### src/hw/pmic_supervisor_pkg.sv
// Constants shared by the supervisory control block
package pmic_supervisor_pkg;
	// Register indices on the serial port
	localparam logic [6:0] ADDR_ID = 7'h00;
	localparam logic [6:0] ADDR_ENABLE = 7'h01;
	localparam logic [6:0] ADDR_UNDERVOLTAGE_LOCKOUT = 7'h09;
	localparam logic [6:0] ADDR_INT = 7'h0C;
	localparam logic [6:0] ADDR_MASK = 7'h0D;
	localparam logic [6:0] ADDR_TIMING = 7'h0E;
	localparam logic [6:0] ADDR_KEY = 7'h10;
	localparam logic [6:0] ADDR_PROT_LO = 7'h11;
	localparam logic [6:0] ADDR_PROT_HI = 7'h27;
	localparam logic [6:0] ADDR_TOP = 7'h7F;
	// Unlock keys and key-register readback
	localparam logic [7:0] KEY_FIRST = 8'hBA;
	localparam logic [7:0] KEY_SECOND = 8'hBE;
	localparam logic [7:0] KEY_LOCKED = 8'h00;
	localparam logic [7:0] KEY_OPEN = 8'h01;
	// Arbitrary identification value
	localparam logic [7:0] CHIP_ID_VAL = 8'h5A;
	// Reset values and lockout threshold ceiling
	localparam logic [7:0] ENABLE_RST = 8'h0F;
	localparam logic [7:0] MASK_RST = 8'hDF;
	localparam logic [7:0] TIMING_RST = 8'h07;
	localparam logic [4:0] UNDERVOLTAGE_LOCKOUT_RST = 5'h00;
	localparam logic [4:0] UNDERVOLTAGE_LOCKOUT_MAX = 5'h1E;
	// Enable register fields
	localparam int EN_DISPLAY = 1;
	localparam int EN_LED = 0;
	// Interrupt register fields
	localparam int IRQ_HOT = 0;
	localparam int IRQ_TSD = 1;
	localparam int IRQ_BAT = 2;
	localparam int IRQ_UNDERVOLTAGE_LOCKOUT = 3;
	localparam int IRQ_REG = 4;
	localparam int IRQ_PG6 = 5;
	localparam int IRQ_OVP = 6;
	localparam int IRQ_LOGIC = 7;
	// Timing
	localparam int CLK_MHZ = 200;
	localparam int PARK_MAX_US = 100;
	localparam int PARK_STEP_CYC = (PARK_MAX_US * CLK_MHZ) / 7;
	localparam int REASSERT_US = 32;
	localparam int REASSERT_CYC = REASSERT_US * CLK_MHZ;
	localparam int REASSERT_RUN = 64;
	typedef enum logic [1:0] {
		PWR_STANDBY = 2'b00,
		PWR_ACTIVE = 2'b01,
		PWR_PARK = 2'b10,
		PWR_DISCHARGE = 2'b11
	} pwr_state_t;
endpackage : pmic_supervisor_pkg

### src/hw/level_sync.sv
// Two-flop synchroniser for a bank of levels
`timescale 1ns/1ps
`default_nettype none
module level_sync #(
	parameter int WIDTH = 1
) (
	input wire logic clk_sys_i, // System clock
	input wire logic rst_b_i, // Async reset, low
	input wire logic [WIDTH-1:0] d_i, // Asynchronous levels
	input wire logic [WIDTH-1:0] rst_val_i, // Unused-at-reset marker
	output logic [WIDTH-1:0] q_o // Synchronised levels
);
	logic [WIDTH-1:0] meta;
	genvar g;
	generate
		for (g = 0; g < WIDTH; g++) begin : g_bit
			always_ff @(posedge clk_sys_i or negedge rst_b_i) begin
				if (!rst_b_i) begin
					meta[g] <= 1'b0;
					q_o[g] <= 1'b0;
				end else begin
					meta[g] <= d_i[g];
					q_o[g] <= meta[g];
				end
			end
		end
	endgenerate
	logic unused;
	assign unused = ^rst_val_i;
endmodule : level_sync
`default_nettype wire

### src/hw/serial_port.sv
// Serial register port: framing, shifting, auto-increment
`timescale 1ns/1ps
`default_nettype none
module serial_port (
	input wire logic clk_sys_i, // System clock
	input wire logic rst_b_i, // Async reset, low
	input wire logic enable_i, // Port allowed to respond
	input wire logic sel_n_i, // Synced chip select, low
	input wire logic sclk_i, // Synced serial clock
	input wire logic din_i, // Synced serial data in
	input wire logic [7:0] rdata_i, // Read data at addr_o
	output logic [6:0] addr_o, // Current register address
	output logic [7:0] wdata_o, // Write data byte
	output logic wr_o, // Write strobe, one cycle
	output logic rd_o, // Read strobe, one cycle
	output logic frame_end_o, // Select rose, one cycle
	output logic dout_o, // Serial data out
	output logic dout_oe_o // Serial data out enable
);
	logic sclk_d;
	logic sel_d;
	logic [2:0] bitcnt;
	logic [7:0] shreg;
	logic [7:0] txreg;
	logic have_cmd;
	logic is_write;
	logic rise;
	logic fall;
	logic active;
	assign active = enable_i && !sel_n_i;
	assign rise = sclk_i && !sclk_d;
	assign fall = !sclk_i && sclk_d;
	always_ff @(posedge clk_sys_i or negedge rst_b_i) begin
		if (!rst_b_i) begin
			sclk_d <= 1'b0;
			sel_d <= 1'b1;
		end else begin
			sclk_d <= sclk_i;
			sel_d <= sel_n_i;
		end
	end
	// Receive side: sample on rising edge
	always_ff @(posedge clk_sys_i or negedge rst_b_i) begin
		if (!rst_b_i) begin
			bitcnt <= 3'h0;
			shreg <= 8'h00;
			have_cmd <= 1'b0;
			is_write <= 1'b0;
			addr_o <= 7'h00;
			wdata_o <= 8'h00;
			wr_o <= 1'b0;
			rd_o <= 1'b0;
		end else begin
			wr_o <= 1'b0;
			rd_o <= 1'b0;
			if (wr_o) begin
				addr_o <= addr_o + 7'h01;
			end
			if (!active) begin
				bitcnt <= 3'h0;
				have_cmd <= 1'b0;
			end else if (rise) begin
				shreg <= {shreg[6:0], din_i};
				bitcnt <= bitcnt + 3'h1;
				if (bitcnt == 3'h7) begin
					if (!have_cmd) begin
						have_cmd <= 1'b1;
						is_write <= shreg[6];
						addr_o <= {shreg[5:0], din_i};
						rd_o <= !shreg[6];
					end else if (is_write) begin
						// Write lands first, address steps after
						wdata_o <= {shreg[6:0], din_i};
						wr_o <= 1'b1;
					end else begin
						// Step before the strobe so the next byte preloads
						addr_o <= addr_o + 7'h01;
						rd_o <= 1'b1;
					end
				end
			end
		end
	end
	// Transmit side: shift on falling edge
	always_ff @(posedge clk_sys_i or negedge rst_b_i) begin
		if (!rst_b_i) begin
			txreg <= 8'h00;
			dout_o <= 1'b0;
			dout_oe_o <= 1'b0;
			frame_end_o <= 1'b0;
		end else begin
			frame_end_o <= sel_n_i && !sel_d;
			dout_oe_o <= active;
			if (rd_o) begin
				txreg <= rdata_i;
			end else if (active && fall && have_cmd && !is_write) begin
				dout_o <= txreg[7];
				txreg <= {txreg[6:0], 1'b0};
			end
			if (!active) begin
				dout_o <= 1'b0;
			end
		end
	end
	a_sel_float: assert property (
		@(posedge clk_sys_i) disable iff (!rst_b_i)
		!active |=> !dout_oe_o)
		else $error("data output driven while deselected");
endmodule : serial_port
`default_nettype wire

### src/hw/pmic_fault_irq_spi_ctrl.sv
// Fault supervision, interrupt register and register file
`timescale 1ns/1ps
`default_nettype none
module pmic_fault_irq_spi_ctrl #(
	parameter int PARK_STEP = pmic_supervisor_pkg::PARK_STEP_CYC,
	parameter int REASSERT = pmic_supervisor_pkg::REASSERT_CYC,
	parameter int PROT_REGS = 23
) (
	input wire logic clk_sys_i, // System clock 200 MHz
	input wire logic rst_b_i, // Async reset, low
	input wire logic projector_on_pin_i, // Projector on pin
	input wire logic hot_i, // Die above warning
	input wire logic tsd_i, // Die above shutdown
	input wire logic low_battery_event_i, // Battery below warning
	input wire logic undervoltage_lockout_i, // Battery below lockout
	input wire logic uv_recovered_i, // Input above recovery
	input wire logic reg_fault_i, // Mirror regulator fault
	input wire logic aux_pg_fail_i, // Aux rail not good
	input wire logic led_ovp_i, // LED supply overvoltage
	input wire logic logic_fail_i, // Switched output failed
	input wire logic serial_select_n_i, // Chip select, low
	input wire logic sclk_i, // Serial clock
	input wire logic din_i, // Serial data in
	output logic dout_o, // Serial data out
	output logic dout_oe_o, // Serial data out enable
	output logic irq_out_n_o, // Interrupt pin level, low
	output logic irq_out_n_oe_o, // Interrupt pin drive enable
	output logic mirror_en_o, // Mirror regulators enable
	output logic led_en_o, // LED converter enable
	output logic mirror_discharge_o, // Fast discharge mirror rails
	output logic [4:0] undervoltage_lockout_thresh_o, // Lockout threshold code
	output logic standby_o // Standby or discharge state
);
	localparam int NSYNC = 13;
	logic [NSYNC-1:0] sraw;
	logic [NSYNC-1:0] s;
	assign sraw = {projector_on_pin_i, hot_i, tsd_i, low_battery_event_i, undervoltage_lockout_i,
		uv_recovered_i, reg_fault_i, aux_pg_fail_i, led_ovp_i,
		logic_fail_i, serial_select_n_i, sclk_i, din_i};
	level_sync #(.WIDTH(NSYNC)) u_sync (
		.clk_sys_i(clk_sys_i),
		.rst_b_i(rst_b_i),
		.d_i(sraw),
		.rst_val_i('0),
		.q_o(s)
	);
	logic pon;
	logic [7:0] cond;
	logic uv_rec;
	logic sel_n;
	logic sck;
	logic sdi;
	assign pon = s[12];
	assign cond = {s[3], s[4], s[5], s[6], s[8], s[9], s[10], s[11]};
	assign uv_rec = s[7];
	assign sel_n = s[2];
	assign sck = s[1];
	assign sdi = s[0];

	// Counters are 16 and 13 bits wide
	if (PARK_STEP < 1 || PARK_STEP * 7 > 65535 || REASSERT < 1 ||
		REASSERT > 8192 || PROT_REGS != 23) begin : g_bad_params
		$error("pmic_fault_irq_spi_ctrl: bad parameters");
	end

	// ------------------------------------------------------------
	// Serial port
	// ------------------------------------------------------------
	logic [6:0] addr;
	logic [7:0] wdata;
	logic wr;
	logic rd;
	logic frame_end;
	logic [7:0] rdata;
	serial_port u_port (
		.clk_sys_i(clk_sys_i),
		.rst_b_i(rst_b_i),
		.enable_i(pon),
		.sel_n_i(sel_n),
		.sclk_i(sck),
		.din_i(sdi),
		.rdata_i(rdata),
		.addr_o(addr),
		.wdata_o(wdata),
		.wr_o(wr),
		.rd_o(rd),
		.frame_end_o(frame_end),
		.dout_o(dout_o),
		.dout_oe_o(dout_oe_o)
	);

	// ------------------------------------------------------------
	// Registers and key lock
	// ------------------------------------------------------------
	logic [7:0] enable_reg;
	logic [7:0] mask;
	logic [7:0] timing;
	logic [7:0] irq;
	logic [7:0] prot [PROT_REGS];
	logic unlocked;
	logic key_armed;
	logic prot_hit;
	logic [4:0] prot_idx;
	logic fault_clr_en;
	logic irq_rd;
	assign prot_hit = addr >= pmic_supervisor_pkg::ADDR_PROT_LO &&
		addr <= pmic_supervisor_pkg::ADDR_PROT_HI;
	assign prot_idx = 5'(addr - pmic_supervisor_pkg::ADDR_PROT_LO);
	assign irq_rd = rd && addr == pmic_supervisor_pkg::ADDR_INT;

	// Key sequence; any other access between keys disarms
	always_ff @(posedge clk_sys_i or negedge rst_b_i) begin
		if (!rst_b_i) begin
			unlocked <= 1'b0;
			key_armed <= 1'b0;
		end else if (!pon) begin
			key_armed <= 1'b0;
		end else if (wr && addr == pmic_supervisor_pkg::ADDR_KEY) begin
			key_armed <= wdata == pmic_supervisor_pkg::KEY_FIRST;
			if (key_armed && wdata == pmic_supervisor_pkg::KEY_SECOND) begin
				unlocked <= 1'b1;
			end else if (wdata != pmic_supervisor_pkg::KEY_FIRST) begin
				unlocked <= 1'b0;
			end
		end else if (wr || rd) begin
			key_armed <= 1'b0;
		end
	end

	// Protected store; locked writes dropped
	genvar g;
	generate
		for (g = 0; g < PROT_REGS; g++) begin : g_prot
			always_ff @(posedge clk_sys_i or negedge rst_b_i) begin
				if (!rst_b_i) begin
					prot[g] <= 8'h00;
				end else if (!pon) begin
					prot[g] <= 8'h00;
				end else if (wr && unlocked && prot_hit &&
					prot_idx == 5'(g)) begin
					prot[g] <= wdata;
				end
			end
			a_prot_locked: assert property (
				@(posedge clk_sys_i) disable iff (!rst_b_i)
				pon && wr && !unlocked ##1 pon |-> $stable(prot[g]))
				else $error("protected register written while locked");
		end
	endgenerate

	logic display_clr;
	always_ff @(posedge clk_sys_i or negedge rst_b_i) begin
		if (!rst_b_i) begin
			enable_reg <= pmic_supervisor_pkg::ENABLE_RST &
				~(8'h01 << pmic_supervisor_pkg::EN_DISPLAY);
			mask <= pmic_supervisor_pkg::MASK_RST;
			timing <= pmic_supervisor_pkg::TIMING_RST;
			undervoltage_lockout_thresh_o <= pmic_supervisor_pkg::UNDERVOLTAGE_LOCKOUT_RST;
		end else if (!pon) begin
			// Display enable defaults to zero at power-on
			enable_reg <= pmic_supervisor_pkg::ENABLE_RST &
				~(8'h01 << pmic_supervisor_pkg::EN_DISPLAY);
			mask <= pmic_supervisor_pkg::MASK_RST;
			timing <= pmic_supervisor_pkg::TIMING_RST;
			undervoltage_lockout_thresh_o <= pmic_supervisor_pkg::UNDERVOLTAGE_LOCKOUT_RST;
		end else begin
			if (wr) begin
				case (addr)
					pmic_supervisor_pkg::ADDR_ENABLE: enable_reg <= wdata;
					pmic_supervisor_pkg::ADDR_MASK: mask <= wdata;
					pmic_supervisor_pkg::ADDR_TIMING: timing <= wdata;
					pmic_supervisor_pkg::ADDR_UNDERVOLTAGE_LOCKOUT: begin
						// 31 codes, saturate
						undervoltage_lockout_thresh_o <= (wdata[4:0] >
							pmic_supervisor_pkg::UNDERVOLTAGE_LOCKOUT_MAX) ?
							pmic_supervisor_pkg::UNDERVOLTAGE_LOCKOUT_MAX : wdata[4:0];
					end
					default: ;
				endcase
			end
			if (display_clr) begin
				enable_reg[pmic_supervisor_pkg::EN_DISPLAY] <= 1'b0;
			end
		end
	end

	always_comb begin
		rdata = 8'h00;
		case (addr)
			pmic_supervisor_pkg::ADDR_ID: rdata = pmic_supervisor_pkg::CHIP_ID_VAL;
			pmic_supervisor_pkg::ADDR_ENABLE: rdata = enable_reg;
			pmic_supervisor_pkg::ADDR_UNDERVOLTAGE_LOCKOUT: rdata = {3'h0, undervoltage_lockout_thresh_o};
			pmic_supervisor_pkg::ADDR_INT: rdata = irq;
			pmic_supervisor_pkg::ADDR_MASK: rdata = mask;
			pmic_supervisor_pkg::ADDR_TIMING: rdata = timing;
			pmic_supervisor_pkg::ADDR_KEY: rdata = unlocked ?
				pmic_supervisor_pkg::KEY_OPEN :
				pmic_supervisor_pkg::KEY_LOCKED;
			default: rdata = prot_hit ? prot[prot_idx] : 8'h00;
		endcase
	end

	// ------------------------------------------------------------
	// Interrupt register and pin
	// ------------------------------------------------------------
	logic [7:0] cond_d;
	logic [7:0] rise_ev;
	logic [12:0] reassert_cnt;
	logic reassert;
	assign rise_ev = cond & ~cond_d;
	assign reassert = reassert_cnt == 13'(REASSERT - 1);
	always_ff @(posedge clk_sys_i or negedge rst_b_i) begin
		if (!rst_b_i) begin
			cond_d <= 8'h00;
			reassert_cnt <= 13'h0000;
		end else begin
			cond_d <= cond;
			// Restart on a read so a persisting fault reappears in time
			reassert_cnt <= (reassert || irq_rd) ? 13'h0000 :
				reassert_cnt + 13'h0001;
		end
	end
	// Set wins over the read clear; persisting faults re-set
	always_ff @(posedge clk_sys_i or negedge rst_b_i) begin
		if (!rst_b_i) begin
			irq <= 8'h00;
		end else if (!pon) begin
			irq <= 8'h00;
		end else begin
			irq <= (irq & ~(irq_rd ? 8'hFF : 8'h00)) | rise_ev |
				(reassert ? cond : 8'h00);
		end
	end
	// Mask affects the pin and the regulator restart lock, not the register bits
	always_ff @(posedge clk_sys_i or negedge rst_b_i) begin
		if (!rst_b_i) begin
			irq_out_n_o <= 1'b0;
			irq_out_n_oe_o <= 1'b0;
		end else begin
			irq_out_n_o <= 1'b0;
			irq_out_n_oe_o <= pon && |(irq & ~mask);
		end
	end
	a_irq_pin_gate: assert property (
		@(posedge clk_sys_i) disable iff (!rst_b_i)
		irq_out_n_oe_o |-> $past(pon) && $past(|(irq & ~mask)))
		else $error("interrupt pin driven without unmasked bit");
	a_irq_set: assert property (
		@(posedge clk_sys_i) disable iff (!rst_b_i)
		pon |=> (irq & $past(rise_ev)) == $past(rise_ev))
		else $error("event did not set its interrupt bit");
	a_irq_read_clr: assert property (
		@(posedge clk_sys_i) disable iff (!rst_b_i)
		pon && irq_rd && rise_ev == 8'h00 && !reassert |=> irq == 8'h00)
		else $error("interrupt read did not clear bits");

	// ------------------------------------------------------------
	// Power sequencing
	// ------------------------------------------------------------
	pmic_supervisor_pkg::pwr_state_t state;
	pmic_supervisor_pkg::pwr_state_t next_state;
	logic [15:0] park_cnt;
	logic [15:0] park_len;
	logic shut_now;
	logic uv_lock;
	logic reg_lock;
	logic logic_lock;
	logic go;
	assign park_len = 16'(int'(timing[2:0]) * PARK_STEP);
	// Battery warning and LED overvoltage never shut rails
	assign shut_now = cond[pmic_supervisor_pkg::IRQ_TSD] ||
		cond[pmic_supervisor_pkg::IRQ_REG] ||
		cond[pmic_supervisor_pkg::IRQ_LOGIC];
	assign display_clr = cond[pmic_supervisor_pkg::IRQ_TSD] ||
		cond[pmic_supervisor_pkg::IRQ_REG] ||
		cond[pmic_supervisor_pkg::IRQ_UNDERVOLTAGE_LOCKOUT];
	assign go = pon && enable_reg[pmic_supervisor_pkg::EN_DISPLAY] &&
		!uv_lock && !reg_lock && !logic_lock && uv_rec && !shut_now &&
		!cond[pmic_supervisor_pkg::IRQ_UNDERVOLTAGE_LOCKOUT];
	// Restart locks, released only by the projector-on pin
	always_ff @(posedge clk_sys_i or negedge rst_b_i) begin
		if (!rst_b_i) begin
			uv_lock <= 1'b0;
			reg_lock <= 1'b0;
			logic_lock <= 1'b0;
		end else if (!pon) begin
			uv_lock <= 1'b0;
			reg_lock <= 1'b0;
			logic_lock <= 1'b0;
		end else begin
			if (cond[pmic_supervisor_pkg::IRQ_UNDERVOLTAGE_LOCKOUT]) begin
				uv_lock <= 1'b1;
			end
			if (cond[pmic_supervisor_pkg::IRQ_REG] &&
				!mask[pmic_supervisor_pkg::IRQ_REG]) begin
				reg_lock <= 1'b1;
			end
			if (cond[pmic_supervisor_pkg::IRQ_LOGIC]) begin
				logic_lock <= 1'b1;
			end
		end
	end
	always_comb begin
		next_state = state;
		case (state)
			pmic_supervisor_pkg::PWR_STANDBY: begin
				if (go) begin
					next_state = pmic_supervisor_pkg::PWR_ACTIVE;
				end
			end
			pmic_supervisor_pkg::PWR_ACTIVE: begin
				if (shut_now) begin
					next_state = pmic_supervisor_pkg::PWR_DISCHARGE;
				end else if (cond[pmic_supervisor_pkg::IRQ_UNDERVOLTAGE_LOCKOUT]) begin
					next_state = pmic_supervisor_pkg::PWR_PARK;
				end else if (!enable_reg[pmic_supervisor_pkg::EN_DISPLAY]) begin
					next_state = pmic_supervisor_pkg::PWR_STANDBY;
				end
			end
			pmic_supervisor_pkg::PWR_PARK: begin
				if (shut_now || park_cnt >= park_len) begin
					next_state = pmic_supervisor_pkg::PWR_DISCHARGE;
				end
			end
			pmic_supervisor_pkg::PWR_DISCHARGE: begin
				if (go) begin
					next_state = pmic_supervisor_pkg::PWR_STANDBY;
				end
			end
			default: next_state = pmic_supervisor_pkg::PWR_STANDBY;
		endcase
		if (!pon) begin
			next_state = pmic_supervisor_pkg::PWR_STANDBY;
		end
	end
	always_ff @(posedge clk_sys_i or negedge rst_b_i) begin
		if (!rst_b_i) begin
			state <= pmic_supervisor_pkg::PWR_STANDBY;
			park_cnt <= 16'h0000;
		end else begin
			state <= next_state;
			if (state == pmic_supervisor_pkg::PWR_PARK) begin
				park_cnt <= park_cnt + 16'h0001;
			end else begin
				park_cnt <= 16'h0000;
			end
		end
	end
	// Rail controls follow the next state
	always_ff @(posedge clk_sys_i or negedge rst_b_i) begin
		if (!rst_b_i) begin
			mirror_en_o <= 1'b0;
			led_en_o <= 1'b0;
			mirror_discharge_o <= 1'b0;
			standby_o <= 1'b1;
		end else begin
			mirror_en_o <= next_state == pmic_supervisor_pkg::PWR_ACTIVE ||
				next_state == pmic_supervisor_pkg::PWR_PARK;
			led_en_o <= next_state == pmic_supervisor_pkg::PWR_ACTIVE &&
				enable_reg[pmic_supervisor_pkg::EN_LED] &&
				!cond[pmic_supervisor_pkg::IRQ_PG6];
			mirror_discharge_o <=
				next_state == pmic_supervisor_pkg::PWR_DISCHARGE;
			standby_o <= next_state == pmic_supervisor_pkg::PWR_STANDBY ||
				next_state == pmic_supervisor_pkg::PWR_DISCHARGE;
		end
	end
	a_fault_standby: assert property (
		@(posedge clk_sys_i) disable iff (!rst_b_i)
		pon && shut_now |=> !mirror_en_o && !led_en_o)
		else $error("rails left on during a fault");
	a_undervoltage_lockout_parks: assert property (
		@(posedge clk_sys_i) disable iff (!rst_b_i)
		pon && state == pmic_supervisor_pkg::PWR_ACTIVE && !shut_now &&
		cond[pmic_supervisor_pkg::IRQ_UNDERVOLTAGE_LOCKOUT] |=>
		state == pmic_supervisor_pkg::PWR_PARK)
		else $error("lockout skipped mirror parking");
	a_display_clr: assert property (
		@(posedge clk_sys_i) disable iff (!rst_b_i)
		pon && cond[pmic_supervisor_pkg::IRQ_REG] |=>
		!enable_reg[pmic_supervisor_pkg::EN_DISPLAY])
		else $error("display enable kept during regulator fault");
endmodule : pmic_fault_irq_spi_ctrl
`default_nettype wire

### config.mk
export PLATFORM = sky130hd
export DESIGN_NAME = pmic_fault_irq_spi_ctrl
export DESIGN_NICKNAME = d
export VERILOG_FILES = /design/src/hw/pmic_supervisor_pkg.sv /design/src/hw/level_sync.sv /design/src/hw/serial_port.sv /design/src/hw/pmic_fault_irq_spi_ctrl.sv
export SDC_FILE = /design/constraint.sdc
export NUM_CORES = 1
export LEC_CHECK = 0
export ABC_AREA = 1
export BUFFER_PORTS_ARGS = -buffer_cell sky130_fd_sc_hd__buf_2
export CORE_MARGIN = 4
export CORE_UTILIZATION = 63
export DETAILED_ROUTE_END_ITERATION = 8
export GPL_TIMING_DRIVEN = 0
export MAX_ROUTING_LAYER = met4
export PLACE_DENSITY = 0.86
export SYNTH_ARGS = -nofsm -noshare
export SYNTH_HDL_FRONTEND = slang
export SYNTH_SLANG_ARGS = --single-unit
### constraint.sdc
create_clock -name clk_sys_i -period 3.9 [get_ports clk_sys_i]
set_input_delay 0.195 -clock clk_sys_i [delete_from_list [all_inputs] [get_ports clk_sys_i]]
set_output_delay 0.195 -clock clk_sys_i [all_outputs]
set_load 0.03 [all_outputs]
==> After elaboration in Yosys (flattened, before gate mapping) <==
Cells that the tools add are included.
{ "word_totals": {"register_bits": 336, "wordCells": 379, "output_inout_bits": 13, "input_bits": 15} }
{ "op_classes": {"mul": 1, "reduce_logical": 84, "order_cmp": 5, "n_eq_ne": 77, "muxes": 116, "n_bitwise": 10, "n_addsub": 5} }
{ "op_table": {"columns": ["op", "count"], "rows": [
  ["2-to-1 mux 8 bit", 63],
  ["inequality test 2 bit (second input constant)", 33],
  ["one-hot mux 8 bit (7 select lines)", 1],
  ["logical AND 1 bit", 46],
  ["2-to-1 mux 7 bit", 6],
  ["binary-select mux 8 bit (select 5 bit)", 1],
  ["equality test 5 x 4 -> 1 bit (second input constant)", 8],
  ["equality test 5 bit (second input constant)", 7],
  ["2-to-1 mux 1 bit", 29],
  ["equality test 7 x 4 -> 1 bit (second input constant)", 4],
  ["bitwise AND 8 bit", 3],
  ["NOT 8 bit", 3],
  ["equality test 5 x 3 -> 1 bit (second input constant)", 4],
  ["2-to-1 mux 5 bit", 4],
  ["adder 16 x 1 -> 16 bit (second input constant)", 1],
  ["equality test 8 bit (second input constant)", 2],
  ["greater-or-equal comparator 16 x 15 -> 1 bit", 1],
  ["2-to-1 mux 16 bit", 1],
  ["OR 8 bit", 2],
  ["AND reduction 2 bit", 8],
  ["multiplier 3 x 12 -> 15 bit (second input constant)", 1],
  ["2-to-1 mux 2 bit", 7],
  ["adder 13 x 1 -> 13 bit (second input constant)", 1],
  ["equality test 13 bit (second input constant)", 1],
  ["33 further kinds", 61]
]} }

==> Longest topological paths before layout <==
{ "depth": {"ltp_word": 13, "depth_mapped": 18, "depth_no_buf": 18} }

==> Modules after synthesis <==
Synthesis repeated with hierarchy kept, for this count alone.
{ "unflattened": {"hier_cells": 2193, "hier_area_um2": 17331.6} }
{ "modules_own_cells": {"columns": ["mod", "seq_area_each_um2", "area_per_inst_um2", "cells_each", "n_inst"], "rows": [
  ["pmic_fault_irq_spi_ctrl", 6774.0, 14624.0, 1931, 1],
  ["serial_port", 1052.3, 2057.0, 236, 1],
  ["level_sync", 650.6, 650.6, 26, 1]
]} }

==> Worst setup path before layout <==
OpenSTA, ideal clock, no wires.
{ "synth_path": {"path_type": "register -> register", "from": "reg timing[1]", "to": "reg mirror_en_o", "path_stages_with_launch": 16, "arrival_time_ns": 2.996, "path_buffers": 0, "setup_ns": 0.064, "path_slack_ns": 0.840, "cell_sequence": "dfstp_2 -> inv_1 -> ha_1 -> or2_2 -> o21ai_0 -> a31oi_1 -> xor2_1 -> ha_1 -> nand4_1 -> nor2_1 -> nand3_1 -> nand4_1 -> nand2_1 -> a21oi_1 -> ha_1 -> inv_1"} }
{ "synth_between": {"elab_chain_len": 8} }
{ "synth_lines": {"columns": ["item", "line", "source"], "rows": [
  ["from (decl)", "pmic_fault_irq_spi_ctrl.sv:97", "logic [7:0] timing;"],
  ["from (signal assigned)", "pmic_fault_irq_spi_ctrl.sv:157", "timing <= pmic_supervisor_pkg::TIMING_RST;"],
  ["from (signal assigned)", "pmic_fault_irq_spi_ctrl.sv:164", "timing <= pmic_supervisor_pkg::TIMING_RST;"],
  ["from (signal assigned)", "pmic_fault_irq_spi_ctrl.sv:171", "pmic_supervisor_pkg::ADDR_TIMING: timing <= wdata;"],
  ["multiplier 3 x 12 -> 15 bit *", "pmic_fault_irq_spi_ctrl.sv:269", "assign park_len = 16'(int'(timing[2:0]) * PARK_STEP);"],
  ["greater-or-equal comparator 16 x 15 -> 1 bit *", "pmic_fault_irq_spi_ctrl.sv:321", "if (shut_now || park_cnt >= park_len) begin"],
  ["logical OR 1 bit *", "pmic_fault_irq_spi_ctrl.sv:321", null],
  ["2-to-1 mux 2 bit *", "pmic_fault_irq_spi_ctrl.sv:321", null],
  ["one-hot mux 2 bit (4 select lines) *", "pmic_fault_irq_spi_ctrl.sv:305", "case (state)"],
  ["2-to-1 mux 2 bit *", "pmic_fault_irq_spi_ctrl.sv:332", "if (!pon) begin"],
  ["via next_state[0]", "pmic_fault_irq_spi_ctrl.sv:261", "pmic_supervisor_pkg::pwr_state_t next_state;"],
  ["equality test 2 x 1 -> 1 bit or equality test 2 bit (tied branches)", "pmic_fault_irq_spi_ctrl.sv:357, pmic_fault_irq_spi_ctrl.sv:358", null],
  ["logical OR 1 bit *", "pmic_fault_irq_spi_ctrl.sv:357", "mirror_en_o <= next_state == pmic_supervisor_pkg::PWR_ACTIVE ||"],
  ["to (signal assigned)", "pmic_fault_irq_spi_ctrl.sv:357", null],
  ["to (decl)", "pmic_fault_irq_spi_ctrl.sv:28", "output logic mirror_en_o,"]
]} }
Mark *: on every way through the listed nets, which the timed path passes. The rest lies on a longest branch.
A chain may end at the register's enable or synchronous reset.

==> Final worst setup path <==
{ "layout_path": {"from": "reg u_port.addr_o[0]", "to": "reg u_port.txreg[2]"} }
{ "layout_between": {"elab_chain_len": 8} }
{ "layout_lines": {"columns": ["item", "line", "source"], "rows": [
  ["from (decl)", "serial_port.sv:12", "output logic [6:0] addr_o,"],
  ["from (signal assigned)", "serial_port.sv:57", "addr_o <= addr_o + 7'h01;"],
  ["from (signal assigned)", "serial_port.sv:69", "addr_o <= {shreg[5:0], din_i};"],
  ["from (signal assigned)", "serial_port.sv:77", "addr_o <= addr_o + 7'h01;"],
  ["subtractor 5 bit", "pmic_fault_irq_spi_ctrl.sv:108", "assign prot_idx = 5'(addr - pmic_supervisor_pkg::ADDR_PROT_LO);"],
  ["NOT 5 -> 6 bit (implied by the code)", "pmic_fault_irq_spi_ctrl.sv:199", "default: rdata = prot_hit ? prot[prot_idx] : 8'h00;"],
  ["binary-select mux 8 bit (select 5 bit)", "pmic_fault_irq_spi_ctrl.sv:199", null],
  ["2-to-1 mux 8 bit (implied by the code) (2 in series)", "pmic_fault_irq_spi_ctrl.sv:199", null],
  ["2-to-1 mux 8 bit", "pmic_fault_irq_spi_ctrl.sv:199", null],
  ["one-hot mux 8 bit (7 select lines) *", "pmic_fault_irq_spi_ctrl.sv:189", "case (addr)"],
  ["2-to-1 mux 8 bit *", "serial_port.sv:94", "if (rd_o) begin"],
  ["to (signal assigned)", "serial_port.sv:95", "txreg <= rdata_i;"],
  ["to (signal assigned)", "serial_port.sv:98", "txreg <= {txreg[6:0], 1'b0};"],
  ["to (decl)", "serial_port.sv:24", "logic [7:0] txreg;"]
]} }
Every way passes the cells marked *; elsewhere a longest branch is shown, timed or not. The select of a mux whose other input is x is not followed.

==> summary.md <==
| Metric | Value |
|---|---|
| Status | finished with violations |
| Failing checks | design-rule violations |
| Synthesized area per cell | 8.21 um2 |
| Peak Freq | between 200 and 300 MHz |
| WL/cell | 21.7 um |
| # IOs | 28 |
| Ys async rst share | 100% |
| Crit path largest cell delay | 640 ps |
| Pre-antenna DRT Iters | 9 |
| Share of cells above drive strength 1 | a little under a tenth |
| WL final | 53.7 mm |
| PwrDens | 402 nW/um2 |
| First-pass GRT wire length | roughly 84 mm |
| Delay-heaviest family, CP | buffers and inverters |
| Max reg flops | approximately 180 |
| Place WS | -319 ps |
| LEAKAGE | 8.64 nW |
| Commonest non-fill, non-tap cells in the layout | 550 x nand2_1, 332 x nand3_1, 322 x dfrtp_1 |
| Post-Synth XOR/XNOR Area | under 10% |
| Largest registers | prot: 184 flops, park_cnt: 16 flops |
| Fin crit share | between 90 and 100% |
| Adder-cell share of the synthesized area | 2.63% |
| Crit end category | register |
| Slew Viols, Final | 0 |
| Post-DP HPWL | 37.0 mm |
| Final worst setup slack | 124 ps |
| Antenna violations before repair | 0 |
| Die height | 171 um |
| WP buf/inv | 4 |
| Detailed-route DRC error count | 3 |
| Post-layout minimum cycle time | ~3800 ps |
| Vias post-DR | 15400 |
| Flop2flop setup slack | 120 ps |
| Post-CTS setup buffer count | 0 |
| Num CTS Buffers | 37 |
| Post-Synthesis Cells | a little over 2000 |
| Clk slew on worst S/H paths | around 60 ps |
| Sequential area share after synthesis | 50.6% |
| Worst vdd ir | ~0.53 mV |
| Initial Utilization | 63.9% |
| Simple-gate share of the synthesized area | 29.2% |
| Area grow syn2layout | 12.1% |
| Worst-margin pin slew | 1100 ps |
| RSZ-0062 raised after global routing | false |
| Hold/Removal Path Class | in2reg |
| Main combinational cell family by area after synthesis | simple AND/OR/NAND/NOR gates |
| Core ar. | 26100 um2 |
| Psw | 1.72 mW |
| Slew margin rel. | 26.3% |
| Post-Syn Area | between 15000 and 20000 um2 |
| Final hold vios | 0 |
| Final Power | 7.51 mW |
| Seq cells post-synth | 336 |
| Worst EP required | between 4000 and 5000 ps |
| PortBufs | 26 |
| Sw Share | 22.9% |
| Int Pwr | 5.79 mW |
| Synth cell types | 55 |
| Compound-Gate Fraction of Synth Area | 10.0% |
| Ant diodes | 0 |
| CTS tree | done |
| H-Tree Level Count | 2 |
| Number of global-route vias before repair | 14800 |
| Total GRT Usage | 38.5% |
| Clock network fraction of total power | between 40% and 50% |
| MaxCap Viol Count | 0 |
| Slowest library cell on the worst path | buf_1 |
| Routability cong. | 1.04 |
| CP Max Fanout | 21 |
| Grt ovf | 0 |
| Worst-Skew Late Latency | 530 ps |
| Leading cell type in the layout, fill and taps excluded | nand2_1 |
| Largest net degree at the start of global routing | 126 |
| Final setup viols | 0 |
| FP Rows | between 50 and 60 |
| Die area | 29100 um2 |
| ANT nets after route | 0 |
| Comb pwr share | 4.2% |
| Share of power burned in registers | 47.8% |
| Synth warn | 0 |
| Worst EP arrival | between 4000 and 5000 ps |
| Cell mode on critical path | nand2_1 |
| Ys flop type | dfrtp_1 |
| Number of synthesized flops with an enable pin | 0 |
| Drt initial violations | roughly 2300 |
| Via/cell ratio | 6.24 |
| Worst-path cell chain | buf_2 -> inv_2 -> ha_1 -> buf_1 -> buf_1 -> nand3_1 -> nand2_1 -> nand2_1 -> nand2_1 -> nand2_1 -> nand2_1 -> nand2_1 -> nand2_1 -> nand2_1 -> nand2_1 -> nand2_1 |
| Sink Count | 336 |
| CP Class | reg2reg |
| Layout Nets | about 2200 |
| CTS Buffer Depth | 3 |
| Chip width | approximately 170 um |
| Mux contribution to synthesized area | less than 1% |
| Worst setup SP type | register |
| Post-Route Skew | between 15 and 20 ps |
| CTS Root Cell | clkbuf_16 |
| Biggest register | prot |
| Syn Nets | 2077 |
| Layout Utilization | 71.6% |
[final timing paths]
path	start	cells past startpoint	to
worst max-delay path	u_port.addr_o[0]$_DFF_PN0_	16	u_port.txreg[2]$_DFFE_PN0P_
worst min-delay path	din_i	2	u_sync.meta[0]$_DFF_PN0_
worst max register to register	u_port.addr_o[0]$_DFF_PN0_	16	u_port.txreg[2]$_DFFE_PN0P_
worst min register to register	u_sync.meta[0]$_DFF_PN0_	0	u_sync.q_o[0]$_DFF_PN0_
max in group asynchronous	rst_b_i	3	prot[57]$_DFFE_PN0P_
min in group asynchronous	rst_b_i	2	reassert_cnt[7]$_DFF_PN0_
[worst reg2reg max path: cells and delay by family (launching register included)]
kind	cells	cell delay [ps]
buffers and inverters	4	1660
DFF	1	420
adders and majority gates	1	500
and+or+nand+nor	11	1090
[power groups by stage]
stage	registers (mW)	logic, mW	clock network, mW
2_1_floorplan	3.64	0.153	0
3_3_place_gp	3.65	0.278	0
3_5_place_dp	3.65	0.300	0
4_1_cts	3.59	0.313	3.61
5_1_grt	3.59	0.357	3.77
6_report	3.59	0.315	3.61
[area by class of cell]
class,instances,area (um2)
Buffer,111,487
Sequential cell,336,8430
Inverter,142,538
Timing Repair Buffer,42,335
Fill cell,1993,7400
Multi-Input combinational cell,1437,7200
Clock buffer,53,1090
Clock inverter,15,169
Tap cell,335,419
[cell usage after synthesis (11+ instances only)]
cell type | n | area [um2]
nor2_2 | 11 | 68.8
dfstp_2 | 14 | 368
inv_1 | 127 | 477
buf_1 | 17 | 63.8
nand2_1 | 550 | 2060
a21oi_1 | 42 | 210
nor2_1 | 88 | 330
buf_2 | 24 | 120
xor2_1 | 15 | 131
o21ai_0 | 113 | 566
nand3_1 | 332 | 1660
dfrtp_1 | 322 | 8060
nand4_1 | 14 | 87.6
o21ai_1 | 122 | 611
nor3_1 | 19 | 95.1
clkbuf_1 | 63 | 236
ha_1 | 35 | 438
[routing by layer]
layer / vias to the layer above / wire length [um] / GRT usage [%]
li1: 6902 / - / -
met1: 7350 / 21500 / 52.9
met2: 976 / 23500 / 55.3
met3: 186 / 6320 / 9.57
met4: 0 / 2390 / 15.5
met5: - / 0 / -
[logic make-up (layout without fill, tap and decap cells)]
family | after synthesis | count (layout)
xor gates and xnor gates | 19 | 19
other | 1 | 1
muxes | 2 | 2
DFF | 336 | 336
adders and majority gates | 35 | 35
and+or+nand+nor | 1065 | 1065
buffers and inverters | 254 | 363
AOI/OAI and AO/OA | 315 | 315
[timing repair]
action / CTS / global route
hold buffers: 14 / 0
endpoints found under the setup margin: 8 / 0
gates resized for setup: 1 / 0
hold endpoints to repair: 113 / 0
[metrics by stage]
| stage | hold WS, ps | area, um2 | TNS [ps] | cells |
|---|---|---|---|---|
| 6_report | 315 | 18700 | 0 | 2471 |
| 5_1_grt | 310 | 18700 | 0 | 2471 |
| 3_5_place_dp | 305 | 17300 | -1180 | 2390 |
| 2_1_floorplan | -101 | 16700 | 0 | 2027 |
| 3_3_place_gp | 303 | 17200 | -1146620 | 2388 |
| 4_1_cts | 299 | 18700 | 0 | 2471 |
No activity file was read; power rests on OpenSTA's default activity.
